`config.mk`:
```
export PLATFORM = sky130hd
export DESIGN_NAME = mt_periph
export DESIGN_NICKNAME = d
export VERILOG_FILES = /design/src/shared/mt_pkg.sv /design/src/hw/mt_periph.sv
export VERILOG_INCLUDE_DIRS = /design/src /design/src/shared
export SDC_FILE = /design/constraint.sdc
export NUM_CORES = 1
export LEC_CHECK = 0
export BUFFER_PORTS_ARGS = -buffer_cell sky130_fd_sc_hd__clkbuf_2
export CELL_PAD_IN_SITES_DETAIL_PLACEMENT = 0
export CELL_PAD_IN_SITES_GLOBAL_PLACEMENT = 1
export CORE_MARGIN = 1
export CORE_UTILIZATION = 42
export DETAILED_ROUTE_END_ITERATION = 7
export GPL_TIMING_DRIVEN = 0
export PLACE_DENSITY = 0.8
export SYNTH_ARGS = -nofsm -noshare
export SYNTH_HDL_FRONTEND = slang
export SYNTH_SLANG_ARGS = --single-unit
export TNS_END_PERCENT = 5
```
`constraint.sdc`:
```
create_clock -name core_clk -period 4.85 [get_ports core_clk]
set_clock_uncertainty 0.1 [all_clocks]
set_input_delay 0.2425 -clock core_clk [delete_from_list [all_inputs] [get_ports core_clk]]
set_output_delay 0.2425 -clock core_clk [all_outputs]
set_load 0.005 [all_outputs]
```
`src/shared/mt_cfg.svh`:
```
// Purpose: offsets, field positions, reset values and vectors of the peripheral cluster
// Assumes: 5-bit nibble-register address space
// Notes:   included by the design file
`ifndef MT_CFG_SVH
`define MT_CFG_SVH
`define MT_A_IRQ_EN    5'h00
`define MT_A_IRQ_REQ   5'h01
`define MT_A_TMR_PRESC 5'h02
`define MT_A_TMR_LO    5'h04
`define MT_A_TMR_HI    5'h05
`define MT_A_PORT_A    5'h08
`define MT_A_PORT_B    5'h09
`define MT_A_PORT_C    5'h0a
`define MT_A_PORT_D    5'h0b
`define MT_A_PORT_E    5'h0c
`define MT_A_CARR_OUT  5'h0d
`define MT_A_PULL      5'h13
`define MT_A_DIR_A     5'h16
`define MT_A_DIR_B     5'h17
`define MT_A_DIR_C     5'h18
`define MT_A_DIR_D     5'h19
`define MT_A_DIR_E     5'h1a
`define MT_A_CLW_LO    5'h1b
`define MT_A_CLW_HI    5'h1c
`define MT_A_CHW_LO    5'h1d
`define MT_A_CHW_HI    5'h1e
`define MT_B_TMR_IRQ   2
`define MT_B_PIN_IRQ   0
`define MT_B_PULL      3
`define MT_CNT_WRAP    8'hff
`define MT_VEC_RESET   10'h000
`define MT_VEC_TMR     10'h002
`define MT_VEC_PIN     10'h004
`define MT_RST_NIB     4'h0
`define MT_RST_BYTE    8'h00
`endif

```
`src/shared/mt_pkg.sv`:
```
// Purpose: types shared by the peripheral cluster
// Assumes: nothing
// Notes:   pin groups are ports a..e, msb first
`default_nettype none
package mt_pkg;
    typedef struct packed {
        logic       wr;
        logic       rd;
        logic [4:0] addr;
        logic [3:0] wdata;
    } mt_bus_req_t;
    typedef struct packed {
        logic       entry;
        logic [9:0] vector;
    } mt_irq_entry_t;
    typedef struct packed {
        logic [3:0] a;
        logic [3:0] b;
        logic [3:0] c;
        logic [2:0] d;
        logic [1:0] e;
    } mt_pins_t;
endpackage
`default_nettype wire

```
`src/hw/mt_periph.sv`:
```
// Purpose: timer, ports, carrier synthesizer and interrupt logic of a 4-bit mcu
// Assumes: core_clk 40 MHz, arst_n asynchronous active low
// Notes:   registers reached by a one-cycle strobe port, read data one cycle later
// Function
// software writes timer reload low nibble, then high nibble which commits it
// count reloads on high reload nibble write and on wrap from ff to 00
// count read as high nibble first, which latches the low nibble for next read
// timer wrap sets timer request; enabled request is serviced and wakes halt
// timer advances per prescaler pulse, select 0..7 divides by 2^11..2^0
// direction bit 1 drives pin, 0 makes input, all zero after reset
// ports a,b,c four bits; d two plus input-only bit0; e two bits
// global pull-low enable gates each pin pull-low, which follows its data bit
// global pull-low enable is bit 3 of pull register, reset 0
// rising edge on input pins of ports b or c sets port request
// with port option high, port d inputs also raise port request
// after a port request, no new one until all source inputs are low
// carrier prescale select divides clock with same codes as timer
// carrier uses 8-bit up-counter and high and low 8-bit reload registers
// writes to carrier reload registers initialize the carrier counter
// after reset carrier counter loads high reload and output goes high; carrier_out here resets to 0 and stays low until the control bit is set
// each carrier wrap loads opposite phase reload and switches output level
// carrier output bit written sets output control, read returns pin level
// interrupt enable and request flags are read-write and reset to 0
// enables at 00, requests at 01; timer bit 2, port bit 0
// enabled pending request triggers context save and jump to priority vector
// entering an interrupt clears all enable flags
// timer vector 002, port vector 004, reset vector 000
// software clears request flags by writing 0 before re-enabling
//
// Added by the designer: the strobed register port.
`include "mt_cfg.svh"
`timescale 1ns/10ps
`default_nettype none
module mt_periph (
    // clock and reset
    input  wire logic                  core_clk,
    input  wire logic                  arst_n,
    // register port
    input  wire mt_pkg::mt_bus_req_t   bus_req,
    output logic [3:0]                 bus_rdata,
    // board pins
    input  wire mt_pkg::mt_pins_t      pin_in,
    output mt_pkg::mt_pins_t           pin_out,
    output mt_pkg::mt_pins_t           pin_oe,
    output mt_pkg::mt_pins_t           pin_pull_low,
    input  wire logic                  opt_port_d_irq,
    output logic                       carrier_out,
    // core interface
    output mt_pkg::mt_irq_entry_t      irq_entry
);

    ////////////////////////////////////////////////////////////////////////
    function automatic logic hit(input mt_pkg::mt_bus_req_t r, input logic w,
                                 input logic [4:0] a);
        hit = (w ? r.wr : r.rd) && (r.addr == a);
    endfunction

    // one pulse every 2^k clocks from the shared free-running divider
    function automatic logic presc_tick(input logic [2:0] sel, input logic [10:0] c);
        case (sel)
            3'h0: presc_tick = &c[10:0];
            3'h1: presc_tick = &c[8:0];
            3'h2: presc_tick = &c[6:0];
            3'h3: presc_tick = &c[4:0];
            3'h4: presc_tick = &c[2:0];
            3'h5: presc_tick = &c[1:0];
            3'h6: presc_tick = c[0];
            default: presc_tick = 1'b1;
        endcase
    endfunction

    mt_pkg::mt_pins_t  pin_meta_q;
    mt_pkg::mt_pins_t  pin_sync_q;
    mt_pkg::mt_pins_t  data_q;
    mt_pkg::mt_pins_t  dir_q;
    mt_pkg::mt_pins_t  port_val;
    logic              opt_meta_q;
    logic              opt_sync_q;
    logic [10:0]       div_q;
    logic [2:0]        tsel_q;
    logic [7:0]        reload_q;
    logic [7:0]        tcnt_q;
    logic [3:0]        tc_lo_q;
    logic              tick_t;
    logic              tmr_wr_hi;
    logic              tmr_wrap;
    logic              pull_en_q;
    logic [2:0]        csel_q;
    logic [7:0]        low_w_q;
    logic [7:0]        high_w_q;
    logic [7:0]        low_w_d;
    logic [7:0]        high_w_d;
    logic [7:0]        ccnt_q;
    logic              phase_q;
    logic              carrier_output_ctl_bit_q;
    logic              tick_c;
    logic              carr_wr;
    logic              carr_wrap;
    logic [10:0]       src;
    logic [10:0]       src_prev_q;
    logic              armed_q;
    logic              pin_set;
    logic              ie_tmr_q;
    logic              ie_pin_q;
    logic              rq_tmr_q;
    logic              rq_pin_q;
    logic              pend_t;
    logic              pend_p;
    logic [3:0]        rd_mux;

    ////////////////////////////////////////////////////////////////////////
    // pin and option synchronisers
    always_ff @(posedge core_clk or negedge arst_n) begin
        if (!arst_n) begin
            pin_meta_q <= '0;
            pin_sync_q <= '0;
            opt_meta_q <= 1'b0;
            opt_sync_q <= 1'b0;
        end else begin
            pin_meta_q <= pin_in;
            pin_sync_q <= pin_meta_q;
            opt_meta_q <= opt_port_d_irq;
            opt_sync_q <= opt_meta_q;
        end
    end

    always_ff @(posedge core_clk or negedge arst_n) begin
        if (!arst_n) begin
            div_q <= 11'h000;
        end else begin
            div_q <= div_q + 11'h001;
        end
    end

    ////////////////////////////////////////////////////////////////////////
    // interval timer
    assign tick_t    = presc_tick(tsel_q, div_q);
    assign tmr_wr_hi = hit(bus_req, 1'b1, `MT_A_TMR_HI);
    assign tmr_wrap  = tick_t && (tcnt_q == `MT_CNT_WRAP) && !tmr_wr_hi;

    always_ff @(posedge core_clk or negedge arst_n) begin
        if (!arst_n) begin
            tsel_q <= 3'h0;
        end else if (hit(bus_req, 1'b1, `MT_A_TMR_PRESC)) begin
            tsel_q <= bus_req.wdata[2:0];
        end
    end

    // low nibble lands in reload_q at once; the high nibble write also loads the count with both
    always_ff @(posedge core_clk or negedge arst_n) begin
        if (!arst_n) begin
            reload_q <= `MT_RST_BYTE;
        end else if (hit(bus_req, 1'b1, `MT_A_TMR_LO)) begin
            reload_q[3:0] <= bus_req.wdata;
        end else if (tmr_wr_hi) begin
            reload_q[7:4] <= bus_req.wdata;
        end
    end

    always_ff @(posedge core_clk or negedge arst_n) begin
        if (!arst_n) begin
            tcnt_q <= `MT_RST_BYTE;
        end else if (tmr_wr_hi) begin
            tcnt_q <= {bus_req.wdata, reload_q[3:0]};
        end else if (tmr_wrap) begin
            tcnt_q <= reload_q;
        end else if (tick_t) begin
            tcnt_q <= tcnt_q + 8'h01;
        end
    end

    // high read freezes the low nibble so a carry between reads cannot tear the pair
    always_ff @(posedge core_clk or negedge arst_n) begin
        if (!arst_n) begin
            tc_lo_q <= `MT_RST_NIB;
        end else if (hit(bus_req, 1'b0, `MT_A_TMR_HI)) begin
            tc_lo_q <= tcnt_q[3:0];
        end
    end

    ////////////////////////////////////////////////////////////////////////
    // ports
    always_ff @(posedge core_clk or negedge arst_n) begin
        if (!arst_n) begin
            data_q <= '0;
        end else if (bus_req.wr) begin
            case (bus_req.addr)
                `MT_A_PORT_A: data_q.a <= bus_req.wdata;
                `MT_A_PORT_B: data_q.b <= bus_req.wdata;
                `MT_A_PORT_C: data_q.c <= bus_req.wdata;
                `MT_A_PORT_D: data_q.d <= bus_req.wdata[2:0];
                `MT_A_PORT_E: data_q.e <= bus_req.wdata[1:0];
                default: data_q <= data_q;
            endcase
        end
    end

    always_ff @(posedge core_clk or negedge arst_n) begin
        if (!arst_n) begin
            dir_q <= '0;
        end else if (bus_req.wr) begin
            case (bus_req.addr)
                `MT_A_DIR_A: dir_q.a <= bus_req.wdata;
                `MT_A_DIR_B: dir_q.b <= bus_req.wdata;
                `MT_A_DIR_C: dir_q.c <= bus_req.wdata;
                `MT_A_DIR_D: dir_q.d <= {bus_req.wdata[2:1], 1'b0};
                `MT_A_DIR_E: dir_q.e <= bus_req.wdata[1:0];
                default: dir_q <= dir_q;
            endcase
        end
    end

    always_ff @(posedge core_clk or negedge arst_n) begin
        if (!arst_n) begin
            pull_en_q <= 1'b0;
            csel_q    <= 3'h0;
        end else if (hit(bus_req, 1'b1, `MT_A_PULL)) begin
            pull_en_q <= bus_req.wdata[`MT_B_PULL];
            csel_q    <= bus_req.wdata[2:0];
        end
    end

    always_ff @(posedge core_clk or negedge arst_n) begin
        if (!arst_n) begin
            pin_out      <= '0;
            pin_oe       <= '0;
            pin_pull_low <= '0;
        end else begin
            pin_out      <= data_q;
            pin_oe       <= dir_q;
            pin_pull_low <= pull_en_q ? data_q : '0;
        end
    end

    // outputs read back their latch, inputs read the synchronised pin
    assign port_val = (dir_q & data_q) | (~dir_q & pin_sync_q);

    ////////////////////////////////////////////////////////////////////////
    // port interrupt: only input pins take part
    assign src[10:7] = ~dir_q.b & pin_sync_q.b;
    assign src[6:3]  = ~dir_q.c & pin_sync_q.c;
    assign src[2:0]  = opt_sync_q ? (~dir_q.d & pin_sync_q.d) : 3'h0;
    assign pin_set   = armed_q && |(src & ~src_prev_q);

    always_ff @(posedge core_clk or negedge arst_n) begin
        if (!arst_n) begin
            src_prev_q <= 11'h000;
            armed_q    <= 1'b1;
        end else begin
            // raw synchronised levels: turning a high pin into an input is no edge
            src_prev_q <= {pin_sync_q.b, pin_sync_q.c, pin_sync_q.d};
            if (pin_set) begin
                armed_q <= 1'b0;
            end else if (src == 11'h000) begin
                armed_q <= 1'b1;
            end
        end
    end

    ////////////////////////////////////////////////////////////////////////
    // carrier synthesizer
    assign tick_c    = presc_tick(csel_q, div_q);
    assign carr_wrap = tick_c && (ccnt_q == `MT_CNT_WRAP) && !carr_wr;

    always_comb begin
        low_w_d  = low_w_q;
        high_w_d = high_w_q;
        carr_wr  = 1'b0;
        if (bus_req.wr) begin
            case (bus_req.addr)
                `MT_A_CLW_LO: begin
                    low_w_d[3:0] = bus_req.wdata;
                    carr_wr      = 1'b1;
                end
                `MT_A_CLW_HI: begin
                    low_w_d[7:4] = bus_req.wdata;
                    carr_wr      = 1'b1;
                end
                `MT_A_CHW_LO: begin
                    high_w_d[3:0] = bus_req.wdata;
                    carr_wr       = 1'b1;
                end
                `MT_A_CHW_HI: begin
                    high_w_d[7:4] = bus_req.wdata;
                    carr_wr       = 1'b1;
                end
                default: carr_wr = 1'b0;
            endcase
        end
    end

    always_ff @(posedge core_clk or negedge arst_n) begin
        if (!arst_n) begin
            low_w_q  <= `MT_RST_BYTE;
            high_w_q <= `MT_RST_BYTE;
        end else begin
            low_w_q  <= low_w_d;
            high_w_q <= high_w_d;
        end
    end

    // phase_q high means the high-width phase; reset enters it with the high reload
    always_ff @(posedge core_clk or negedge arst_n) begin
        if (!arst_n) begin
            ccnt_q  <= `MT_RST_BYTE;
            phase_q <= 1'b1;
        end else if (carr_wr) begin
            ccnt_q <= phase_q ? high_w_d : low_w_d;
        end else if (carr_wrap) begin
            ccnt_q  <= phase_q ? low_w_q : high_w_q;
            phase_q <= ~phase_q;
        end else if (tick_c) begin
            ccnt_q <= ccnt_q + 8'h01;
        end
    end

    // the control bit gates the wave so the emitter stays dark until software asks
    always_ff @(posedge core_clk or negedge arst_n) begin
        if (!arst_n) begin
            carrier_output_ctl_bit_q      <= 1'b0;
            carrier_out <= 1'b0;
        end else begin
            if (hit(bus_req, 1'b1, `MT_A_CARR_OUT)) begin
                carrier_output_ctl_bit_q <= bus_req.wdata[0];
            end
            carrier_out <= carrier_output_ctl_bit_q & phase_q;
        end
    end

    ////////////////////////////////////////////////////////////////////////
    // interrupt flags and entry
    assign pend_t = ie_tmr_q && rq_tmr_q;
    assign pend_p = ie_pin_q && rq_pin_q;

    always_ff @(posedge core_clk or negedge arst_n) begin
        if (!arst_n) begin
            ie_tmr_q <= 1'b0;
            ie_pin_q <= 1'b0;
        end else if (pend_t || pend_p) begin
            ie_tmr_q <= 1'b0;
            ie_pin_q <= 1'b0;
        end else if (hit(bus_req, 1'b1, `MT_A_IRQ_EN)) begin
            ie_tmr_q <= bus_req.wdata[`MT_B_TMR_IRQ];
            ie_pin_q <= bus_req.wdata[`MT_B_PIN_IRQ];
        end
    end

    // a hardware set in the same cycle as a software clear wins
    always_ff @(posedge core_clk or negedge arst_n) begin
        if (!arst_n) begin
            rq_tmr_q <= 1'b0;
            rq_pin_q <= 1'b0;
        end else if (hit(bus_req, 1'b1, `MT_A_IRQ_REQ)) begin
            rq_tmr_q <= bus_req.wdata[`MT_B_TMR_IRQ] | tmr_wrap;
            rq_pin_q <= bus_req.wdata[`MT_B_PIN_IRQ] | pin_set;
        end else begin
            rq_tmr_q <= rq_tmr_q | tmr_wrap;
            rq_pin_q <= rq_pin_q | pin_set;
        end
    end

    // entry pulse tells the core to push pc and carry, leave halt and jump
    always_ff @(posedge core_clk or negedge arst_n) begin
        if (!arst_n) begin
            irq_entry.entry  <= 1'b0;
            irq_entry.vector <= `MT_VEC_RESET;
        end else begin
            irq_entry.entry <= pend_t || pend_p;
            if (pend_t) begin
                irq_entry.vector <= `MT_VEC_TMR;
            end else if (pend_p) begin
                irq_entry.vector <= `MT_VEC_PIN;
            end
        end
    end

    ////////////////////////////////////////////////////////////////////////
    // read port
    always_comb begin
        case (bus_req.addr)
            `MT_A_IRQ_EN:    rd_mux = {1'b0, ie_tmr_q, 1'b0, ie_pin_q};
            `MT_A_IRQ_REQ:   rd_mux = {1'b0, rq_tmr_q, 1'b0, rq_pin_q};
            `MT_A_TMR_PRESC: rd_mux = {1'b0, tsel_q};
            `MT_A_TMR_LO:    rd_mux = tc_lo_q;
            `MT_A_TMR_HI:    rd_mux = tcnt_q[7:4];
            `MT_A_PORT_A:    rd_mux = port_val.a;
            `MT_A_PORT_B:    rd_mux = port_val.b;
            `MT_A_PORT_C:    rd_mux = port_val.c;
            `MT_A_PORT_D:    rd_mux = {1'b0, port_val.d};
            `MT_A_PORT_E:    rd_mux = {2'b00, port_val.e};
            `MT_A_CARR_OUT:  rd_mux = {3'b000, carrier_out};
            `MT_A_PULL:      rd_mux = {pull_en_q, csel_q};
            `MT_A_DIR_A:     rd_mux = dir_q.a;
            `MT_A_DIR_B:     rd_mux = dir_q.b;
            `MT_A_DIR_C:     rd_mux = dir_q.c;
            `MT_A_DIR_D:     rd_mux = {1'b0, dir_q.d};
            `MT_A_DIR_E:     rd_mux = {2'b00, dir_q.e};
            `MT_A_CLW_LO:    rd_mux = low_w_q[3:0];
            `MT_A_CLW_HI:    rd_mux = low_w_q[7:4];
            `MT_A_CHW_LO:    rd_mux = high_w_q[3:0];
            `MT_A_CHW_HI:    rd_mux = high_w_q[7:4];
            default:         rd_mux = 4'h0;
        endcase
    end

    always_ff @(posedge core_clk or negedge arst_n) begin
        if (!arst_n) begin
            bus_rdata <= 4'h0;
        end else begin
            bus_rdata <= bus_req.rd ? rd_mux : 4'h0;
        end
    end
endmodule
`default_nettype wire

```
======== After elaboration in Yosys (flattened, before gate mapping) ========
Cells that the tools add are included.
storage, ports and cells
  register bits ........................... 215
  output and inout port bits .............. 67
  logic and storage cells ................. 196
operators by class
  $add $sub $neg .......................... 3
  eq/ne operators ......................... 34
  muxes and demuxes ....................... 32
  bitwise gates (word level) .............. 20
  reduce and logical (&&, ||, !) cells .... 47
operators by type and width
  operator                                        count
  one-hot mux 4 bit (21 select lines)             1
  2-to-1 mux 8 bit                                10
  == test 5 bit (second input constant)           10
  AND 17 bit                                      2
  == test 5 x 4 -> 1 bit (second input constant)  6
  AND reduction 2 bit                             13
  2-to-1 mux 10 bit                               2
  2-to-1 mux 4 bit                                5
  == test 3 bit (second input constant)           6
  2-to-1 mux 17 bit                               1
  NOT 17 bit                                      1
  OR 17 bit                                       1
  adder 8 x 1 -> 8 bit (second input constant)    2
  == test 8 bit (second input constant)           2
  logical AND 1 bit                               15
  one-hot mux 1 bit (7 select lines)              2
  == test 3 x 2 -> 1 bit (second input constant)  4
  adder 11 x 1 -> 11 bit (second input constant)  1
  AND 11 bit                                      1
  zero test 11 bit                                1
  NOT 11 bit                                      1
  AND reduction 11 bit                            1
  OR reduction 11 bit                             1
  == test 5 x 3 -> 1 bit (second input constant)  2
  23 further kinds                                45

======== Logic depth before layout (Yosys ltp) ========
Gate-level depths: netlist (run 1).
  depth in word-level cells ............... 8
  depth in mapped cells ................... 10

======== Worst setup path after synthesis (run 1) ========
OpenSTA, ideal clock, no wires.
  path kind ............................... reg2reg
  start point ............................. register div_q[0]
  end point ............................... register ccnt_q[2]
  data arrival time ....................... 2465 ps
  path slack .............................. 2189 ps
  stages on the path, launching flop included .. 10
  path buffers ............................ 1
  path through ............................ dfrtp_1 -> ha_1 -> and3_2 -> ha_1 -> mux2_2 -> o221a_2 -> or3_1 -> buf_2 -> o2111a_1 -> o31ai_1
between the ends
  cells in the longest elaborated chain, start to end .. 6
RTL lines
  element                                             line              text
  start: declaration                                  mt_periph.sv:79   logic [10:0] div_q;
  start signal: assignment                            mt_periph.sv:131  div_q <= div_q + 11'h001;
  AND reduction 11 bit, or another cell as far along  mt_periph.sv:61   3'h0: presc_tick = &c[10:0];
  one-hot mux 1 bit (7 select lines) (*)              mt_periph.sv:60   case (sel)
  logical AND 1 bit (2 in series)                     mt_periph.sv:263  assign carr_wrap = tick_c && (ccnt_q == `MT_CNT_WRAP) && !carr_wr;
  2-to-1 mux 8 bit                                    mt_periph.sv:309  end else if (carr_wrap) begin
  2-to-1 mux 8 bit                                    mt_periph.sv:307  end else if (carr_wr) begin
  end signal: assignment                              mt_periph.sv:308  ccnt_q <= phase_q ? high_w_d : low_w_d;
  end signal: assignment                              mt_periph.sv:310  ccnt_q <= phase_q ? low_w_q : high_w_q;
  end signal: assignment                              mt_periph.sv:313  ccnt_q <= ccnt_q + 8'h01;
  end: declaration                                    mt_periph.sv:93   logic [7:0] ccnt_q;
Every way passes the cells marked *; elsewhere a longest branch is shown, timed or not.
A chain may end at the register's enable or synchronous reset.

======== Final worst setup path (run 1) ========
Same ends and word-level chain as after synthesis.

==> results of run 1 <==
[sequential cells by signal (all words and copies together), names as in the netlist, 11 cells and up]
register and count:
data_q 17, dir_q 16, pin_pull_low 17, src_prev_q 11, pin_out 17, pin_sync_q 17
pin_oe 16, pin_meta_q 17, div_q 11
[area by class of cell]
type / count / area [um2]
Fill cell: 1756 / 9760
Sequential cell: 207 / 5180
Multi-Input combinational cell: 487 / 3360
Timing Repair Buffer: 108 / 694
Clock buffer: 26 / 597
Tap cell: 270 / 338
Buffer: 42 / 223
Clock inverter: 16 / 139
Inverter: 18 / 67.6
[cell families after synthesis]
family,after synthesis,share of synthesized area
other,1,0.000426
flip-flops,207,0.589
XOR/XNOR,9,0.00895
AND/OR/NAND/NOR,241,0.146
AO/OA/AOI/OAI,150,0.124
adder cells (fa/ha/maj),6,0.00853
multiplexers,72,0.0908
buffers and inverters,60,0.0330
[report_power, final]
group,switching [mW],internal (mW)
registers,0.297,2.01
logic,0.368,0.357
clock network,0.721,0.955
total,1.39,3.32
[cells in the mapped netlist (14+ instances only)]
| master | count |
|---|---|
| dfrtp_1 | 205 |
| nand2_1 | 79 |
| mux2_2 | 53 |
| o21ai_0 | 37 |
| nand3_1 | 25 |
| clkbuf_1 | 21 |
| nor3_1 | 21 |
| and2_1 | 20 |
| nor2_1 | 20 |
| inv_1 | 18 |
| mux2i_1 | 18 |
| a21oi_1 | 15 |
| a22oi_1 | 14 |
[worst max-delay path, delay by kind of cell (launching register included)]
family,cells,cell delay (ns)
buf+inv,1,0.26
compound gates,3,0.63
fa+ha+maj,2,0.50
simple gates,2,0.75
flops,1,0.46
mux,1,0.27
[metal layers]
layer / vias to the layer above / wire length (um) / global-route usage
met5: - / 0 / 0
met4: 0 / 539 / 0.0609
met3: 42 / 1530 / 0.0295
met2: 269 / 10900 / 0.359
met1: 3273 / 10500 / 0.318
li1: 2994 / - / -
[stage by stage]
| stage | std cells | instance area (um2) | hold WS (ns) |
|---|---|---|---|
| after floorplan | 754 | 8830 | -0.153 |
| after global placement | 1110 | 9600 | 0.232 |
| after detailed placement | 1112 | 9670 | 0.134 |
| after CTS | 1174 | 10600 | 0.0662 |
| after global routing | 1174 | 10600 | 0.0806 |
| final | 1174 | 10600 | 0.0746 |
[worst max-delay path by stage]
stage / end / slack (ns) / depth (start not counted)
2_1_floorplan: ccnt_q[2] / 2.19 / 9
3_3_place_gp: ccnt_q[4] / -0.38 / 1
3_5_place_dp: ccnt_q[2] / 1.83 / 9
4_1_cts: ccnt_q[2] / 1.77 / 9
5_1_grt: ccnt_q[2] / 1.63 / 10
6_report: ccnt_q[2] / 1.78 / 9
==> impl_metrics.csv, run 1 <==
group,metric,value,unit
outcome,outcome,"completed",
pwr,leakagePower,4.90,nW
clock_network,cts.clk_slew.worst_paths,0.06,ns
setup_path,cp-start-kind,"flop",
finish,final_cell_mix,"205 x dfrtp_1, 85 x clkbuf_2, 79 x nand2_1",
timing,fin_ws,1.78,ns
timing,maxSlewHeadroom,0.361,
setup_path,timing.rr.end,"ccnt_q[2]",
timing,setup_violations,0,
timing,hold_viol_final,0,
setup_path,path_class,"flop to flop",
die,die_x,147,um
place,port_buffers,86,
detailed_routing,vias,6578,
die,core_area,20400,um2
timing,tightest_slew,0.951,ns
die,core.rowCount,52,
setup_path,crit_start,"div_q[0]",
clock_network,root_buffer,"clkbuf_16",
finish,drive_above_1_share,0.243,
pwr,peakVddDrop,0.220,mV
detailed_routing,vias_per_cell,5.60,
setup_path,reg2regPathDepth,9,
timing,fmax,325,MHz
detailed_routing,first_pass_iters,5,
yosys,ys_warn_count,0,
clock_network,ctsResizeCount,0,
die,die_y,147,um
detailed_routing,avgRoutedWirePerCell,20.0,um
finish,nets,924,
clock_network,tritoncts,"yes",
yosys,yosysTopAreaCellShare,0.583,
die,ios,98,
pwr,p_per_area,444,nW/um2
clock_network,cts_num_sinks,207,
finish,diodes,0,
yosys,synth_enable_flop_cells,0,
clock_network,cts.htree.levels,1,
hold_path,hold_depth,4,
clock_network,cts_max_path_buffers,3,
clock_network,post_cts_buffers,0,
timing,period_needed,3.07,ns
global_route,grt_max_degree,85,
hold_path,min_path_type,"primary input to flop",
setup_path,r2r-start,"div_q[0]",
finish,final_util,0.521,
die,start_util,0.432,
pwr,total_power,4.71,mW
global_route,overflow,0,
clock_network,cts_buffers,23,
yosys,ys_async_sr_fraction,1.00,
setup_path,path_cells,"ha_1 > and3_2 > ha_1 > mux2_2 > o221a_2 > or3_1 > buf_2 > o2111a_1 > o31ai_1",
clock_network,clk_latency,0.53,ns
finish,synthToLayoutAreaGrowth,20.4,%
setup_path,required,5.18,ns
setup_path,slowest_stage,"or3_1",
yosys,ys_seq_area_frac,0.589,
setup_path,end_kind,"flop",
global_route,grt_pass1_wl,37.2,mm
yosys,netlist_instances,746,
detailed_routing,routed_wirelength,23.5,mm
timing,fin_tns_setup,0,ns
place,preCtsSetupSlack,1.83,ns
setup_path,max_stage_delay,0.51,ns
global_route,track_usage,0.223,
place,dp_hpwl,17.0,mm
hold_path,holdCritStartpoint,"bus_req[2]",
hold_path,holdPathEnd,"ccnt_q[6]",
die,dieArea,21500,um2
setup_path,cp.arrival,3.40,ns
yosys,ys_ff_latch,207,
yosys,syn_area,8800,um2
yosys,avgSynthCellArea,11.8,um2
setup_path,crit_fanout,10,
detailed_routing,ant_nets,0,
yosys,synth-main-ff-cell,"dfrtp_1",
timing,rsz0062_at_grt,"no",
timing,drv_slew,0,
global_route,grt_antenna_before_repair,0,
place,gp_congestion,0.945,
global_route,grt_pass1_vias,6401,
finish,final_common_cell,"dfrtp_1",
detailed_routing,drc,0,
yosys,synth_area_leaders,"dfrtp_1 58%, mux2_2 6.8%, nand2_1 3.4%, o21ai_0 2.1%, mux2i_1 2.0%",
flow_run,drv_cap,0,
clock_network,ctsHoldBuffers,20,
yosys,synth_cell_types,75,
setup_path,ff2ff_setup_slack,1.78,ns
detailed_routing,drtIter0Drc,587,
yosys,yosysTopAreaCell,"dfrtp_1",
timing,fin_crit_sh,0.634,
setup_path,cpMostUsedCell,"ha_1",
Note: power is estimated with default switching activity, not from simulation.
==> run 2, diff against run 1 <==
Settings changed: PLACE_DENSITY 0.8 to 0.83.
Clock period 4.85 ns to 2.7 ns, I/O delays scaled along.
==> run 2 against run 1 <==
Total power grew 83%. Count of clock-buffer cells in the layout grew 3. Final cell count is essentially flat. Critical endpoint is now ccnt_q[4]. Largest power group unchanged. Sequential share of layout area shrank 0.61 points. Worst hold slack lost 0.017 ns. Sequential cell count is the same. Register-to-register slack lost 1.7 ns.
==> impl_metrics.csv, run 2 (synthesis results as in run 1) <==
group,metric,value,unit
hold_path,holdCritStartpoint,"bus_req[0]",
setup_path,r2r-start,"div_q[0]",
die,core_area,20400,um2
finish,final_common_cell,"dfrtp_1",
hold_path,hold_depth,3,
setup_path,slowest_stage,"or3_4",
place,dp_hpwl,16.8,mm
detailed_routing,vias_per_cell,5.63,
finish,nets,930,
setup_path,timing.rr.end,"ccnt_q[4]",
finish,final_cells,1175,
global_route,overflow,0,
timing,setup_violations,0,
pwr,p_sw,2.37,mW
finish,final_cell_mix,"204 x dfrtp_1, 85 x clkbuf_2, 78 x nand2_1",
hold_path,holdPathEnd,"reload_q[4]",
setup_path,path_class,"flop to flop",
finish,finish.instance_area,10700,um2
die,die_y,147,um
finish,synthToLayoutAreaGrowth,22.0,%
clock_network,cts_max_path_buffers,3,
setup_path,end_kind,"flop",
setup_path,required,2.98,ns
setup_path,path_cells,"ha_4 > and3_2 > ha_1 > mux2_2 > o221a_2 > or3_4 > a41o_1 > a31o_2",
finish,drive_above_1_share,0.250,
global_route,grt_antenna_before_repair,0,
setup_path,crit_fanout,4,
die,core.rowCount,52,
hold_path,min_path_type,"primary input to flop",
global_route,track_usage,0.222,
detailed_routing,avgRoutedWirePerCell,20.1,um
detailed_routing,vias,6616,
timing,tightest_slew,0.912,ns
timing,maxSlewHeadroom,0.387,
pwr,switching_share,0.276,
global_route,grt_max_degree,82,
pwr,leakagePower,4.95,nW
timing,period_needed,2.62,ns
die,die_x,147,um
clock_network,cts_buffers,22,
place,dp.cells,1112,
die,dieArea,21500,um2
clock_network,clk_latency,0.51,ns
place,gp_congestion,0.939,
die,ios,98,
detailed_routing,routed_wirelength,23.6,mm
detailed_routing,drc,0,
pwr,peakVddDrop,0.484,mV
clock_network,cts_num_sinks,207,
timing,hold_viol_final,0,
clock_network,tritoncts,"yes",
flow_run,drv_cap,0,
global_route,grt_pass1_wl,36.6,mm
setup_path,max_stage_delay,0.43,ns
place,dpl_cell_area,9670,um2
pwr,power_frac_clock,0.363,
setup_path,reg2regPathDepth,8,
pwr,share_comb_of_total_power,0.155,
setup_path,cp.arrival,2.90,ns
detailed_routing,first_pass_iters,5,
pwr,seqPwrFrac,0.481,
clock_network,cts.clk_slew.worst_paths,0.06,ns
die,start_util,0.432,
setup_path,cp-start-kind,"flop",
timing,fmax,381,MHz
pwr,p_per_area,801,nW/um2
detailed_routing,drtIter0Drc,521,
outcome,outcome,"completed",
pwr,p_int,6.23,mW
timing,drv_slew,0,
timing,fin_crit_sh,0.972,
setup_path,ff2ff_setup_slack,0.08,ns
place,port_buffers,86,
global_route,grt_pass1_vias,6261,
finish,diodes,0,
finish,nFillCells,1765,
clock_network,cts.htree.levels,1,
detailed_routing,ant_nets,0,
clock_network,root_buffer,"clkbuf_16",
-- run 2: repair_timing --
item                       4_1_cts  5_1_grt
setup endpoints to repair       11        7
resized for setup                6        5
hold buffers                    23        0
setup buffers                    2        2
hold endpoints to repair       153        0
pin swaps                        0        2
-- run 2: final cells by class --
| class | instances | area, um2 | area share |
|---|---|---|---|
| clock buffers | 29 | 648 | 0.0604 |
| multi-input cells | 487 | 3400 | 0.316 |
| repair buffers | 115 | 754 | 0.0703 |
| inverters | 18 | 67.6 | 0.00629 |
| plain buffers | 42 | 233 | 0.0217 |
| flip-flops and latches | 207 | 5180 | 0.483 |
| well taps | 270 | 338 | 0.0315 |
| clock inverters | 7 | 116 | 0.0108 |
-- run 2: metal layers --
metal  share of wire  wire (um)  global-route usage
met1            0.45      10600               0.316
met2            0.46      10900               0.353
met3           0.057       1360              0.0289
met4           0.033        768              0.0745
met5               0          0                   0
-- run 2: per-stage QoR --
| step | setup TNS (ns) | power, mW | utilization | worst slack [ns] | hold WS [ns] |
|---|---|---|---|---|---|
| 5_1_grt | -0.0131 | 9.00 | 0.527 | -0.0126 | 0.100 |
| 3_3_place_gp | -503.27 | 5.40 | 0.471 | -2.45 | 0.145 |
| 3_5_place_dp | -2.19 | 5.46 | 0.475 | -0.291 | 0.0619 |
| 2_1_floorplan | 0 | 4.80 | - | 0.0393 | -0.261 |
| 4_1_cts | 0 | 8.63 | 0.525 | 0.00865 | 0.0308 |
| 6_report | 0 | 8.60 | 0.527 | 0.0762 | 0.0574 |
-- run 2: power by group through the flow --
stage | logic, mW | registers (mW) | clock network, mW
2_1_floorplan | 0.815 | 3.99 | 0
3_3_place_gp | 1.24 | 4.17 | 0
3_5_place_dp | 1.28 | 4.18 | 0
4_1_cts | 1.32 | 4.13 | 3.18
5_1_grt | 1.49 | 4.20 | 3.31
6_report | 1.34 | 4.14 | 3.13
-- run 2: worst max path at each step --
stage / end / depth (start not counted) / startpoint / slack (ns)
after global routing: ccnt_q[2] / 9 / div_q[0] / -0.01
after floorplan: ccnt_q[2] / 9 / div_q[0] / 0.04
final: ccnt_q[4] / 8 / div_q[0] / 0.08
after detailed placement: ccnt_q[2] / 9 / div_q[0] / -0.29
after global placement: high_w_q[4] / 1 / arst_n / -2.45
after CTS: ccnt_q[2] / 9 / div_q[0] / 0.009
-- run 2: worst max-delay path, delay by kind of cell (launching register included) --
| family | cells | cell delay [ns] |
|---|---|---|
| AOI/OAI and AO/OA | 3 | 0.73 |
| and+or+nand+nor | 2 | 0.63 |
| DFF | 1 | 0.42 |
| adders and majority gates | 2 | 0.36 |
| muxes | 1 | 0.26 |
==> run 3, diff against run 2 <==
Settings changed: CORE_ASPECT_RATIO set to 1.4.
==> run 3 against run 2 <==
First-iteration DRC count fell by 30%. Clock power fell by 6.4%. Cell area fell by 1.1%. Count of clock-buffer cells in the layout fell by 3. Core utilization fell by 1.1 points. Via count fell by 2.0%. Final cell count fell by 1.5%. Combinational power barely moved. Largest cell class unchanged.
==> impl_metrics.csv, run 3 (synthesis results as in run 1) <==
group,metric,value,unit
outcome,outcome,"completed",
hold_path,min_path_type,"primary input to flop",
pwr,total_power,8.38,mW
timing,rsz0062_at_grt,"yes",
detailed_routing,avgRoutedWirePerCell,20.6,um
place,preCtsSetupSlack,-0.313,ns
timing,hold_viol_final,0,
place,port_buffers,86,
die,core_area,20600,um2
setup_path,worst-path-buf-inv,0,
die,core.rowCount,62,
detailed_routing,ant_nets,0,
setup_path,ff2ff_setup_slack,0.04,ns
setup_path,path_delay_family,"compound AO/OA/AOI/OAI gates",
die,start_util,0.428,
die,dieArea,21600,um2
finish,nets,924,
pwr,leakagePower,4.90,nW
timing,period_needed,2.66,ns
clock_network,clk_latency,0.50,ns
die,die_y,173,um
finish,final_cell_mix,"204 x dfrtp_1, 86 x clkbuf_2, 78 x nand2_1",
die,ios,98,
timing,fin_ws,0.0397,ns
global_route,grt_max_degree,114,
setup_path,cp.arrival,2.93,ns
global_route,track_usage,0.223,
place,gp_congestion,0.979,
finish,nFillCells,1759,
setup_path,path_class,"flop to flop",
clock_network,cts.htree.levels,1,
clock_network,tritoncts,"yes",
global_route,grt_pass1_vias,6432,
timing,fmax,376,MHz
finish,synthToLayoutAreaGrowth,20.6,%
clock_network,cts_max_path_buffers,3,
place,dp_hpwl,17.1,mm
setup_path,cp-start-kind,"flop",
finish,drive_above_1_share,0.250,
detailed_routing,vias,6484,
setup_path,end_kind,"flop",
setup_path,path_cells,"ha_4 > and3_2 > ha_2 > mux2_2 > o221a_4 > or3_4 > a31o_4 > a31o_2",
setup_path,crit_fanout,5,
clock_network,cts.clk_slew.worst_paths,0.07,ns
detailed_routing,drtIter0Drc,365,
global_route,grt_antenna_before_repair,0,
setup_path,slowest_stage,"or3_4",
detailed_routing,routed_wirelength,23.9,mm
finish,final_util,0.517,
clock_network,cts_num_sinks,207,
timing,drv_slew,0,
detailed_routing,drc,0,
global_route,overflow,0,
timing,setup_violations,0,
finish,diodes,0,
pwr,peakVddDrop,0.326,mV
timing,tightest_slew,0.941,ns
setup_path,required,2.97,ns
clock_network,root_buffer,"clkbuf_16",
detailed_routing,first_pass_iters,5,
pwr,p_per_area,789,nW/um2
global_route,grt_pass1_wl,37.4,mm
finish,final-seq-area,5180,um2
timing,fin_crit_sh,0.985,
finish,multiInputGateArea,3420,um2
timing,holdWs,0.0427,ns
timing,maxSlewHeadroom,0.368,
die,die_x,124,um
flow_run,drv_cap,0,
setup_path,max_stage_delay,0.44,ns
finish,final_common_cell,"dfrtp_1",
clock_network,cts_buffers,20,
detailed_routing,vias_per_cell,5.60,
-- run 3: changes by cell type in the layout (fill, tap and decap cells not counted), moves of 2 or more --
cell / previous run / this run
clkbuf_8: 8 / 5
clkinv_2: 2 / 5
clkbuf_1: 22 / 24
clkbuf_16: 23 / 21
dlygate4sd3_1: 23 / 21
-- run 3: layer usage --
metal,vias to the layer above,global-route usage,share of wire,routed length [um]
li1,2985,-,-,-
met1,3218,0.276,0.40,9430
met2,221,0.394,0.52,12400
met3,60,0.0265,0.046,1090
met4,0,0.0904,0.041,980
met5,-,0,0,0
-- run 3: worst reg2reg max path, stage by stage (launching register included) --
cell	delay, ns
dfrtp_2	0.43
ha_4	0.19
and3_2	0.21
ha_2	0.17
mux2_2	0.27
o221a_4	0.25
or3_4	0.44
a31o_4	0.24
a31o_2	0.23
-- run 3: cell type report --
type	count	share of cell area
inverter	18	0.00636
buffer	42	0.0217
clock buffer	26	0.0531
clock inverter	10	0.0125
timing repair buffer	111	0.0659
tap	256	0.0302
multi-input combinational	487	0.322
sequential	207	0.488
-- run 3: stage by stage --
step                area (um2)  setup TNS (ns)  std cells
floorplan                 8830               0        754
global placement          9580         -485.00       1096
detailed placement        9620           -2.14       1097
CTS                      10600               0       1156
global route             10600         -0.0150       1157
finish                   10600               0       1157
-- run 3: power breakdown --
| part | switching [mW] | internal, mW | leakage [nW] | total (mW) |
|---|---|---|---|---|
| registers | 0.509 | 3.61 | 2.60 | 4.12 |
| clock network | 1.16 | 1.77 | 0.347 | 2.93 |
| logic | 0.680 | 0.653 | 1.95 | 1.33 |
-- run 3: worst paths after layout --
kind,start,depth (start not counted),end
max in group asynchronous,arst_n,3,pin_sync_q[7]
setup reg to reg,div_q[0],8,ccnt_q[5]
min in group asynchronous,arst_n,2,div_q[1]
setup / recovery,div_q[0],8,ccnt_q[5]
hold reg to reg,pin_meta_q[4],0,pin_sync_q[4]
hold / removal,bus_req[2],4,ccnt_q[6]
-- run 3: what timing repair did --
| action | 4_1_cts | 5_1_grt |
|---|---|---|
| hold endpoints to repair | 120 | 0 |
| hold buffers | 21 | 0 |
| endpoints found under the setup margin | 12 | 9 |
| gates resized for setup | 7 | 8 |
| pin swaps | 3 | 2 |
| buffers inserted | 2 | 1 |
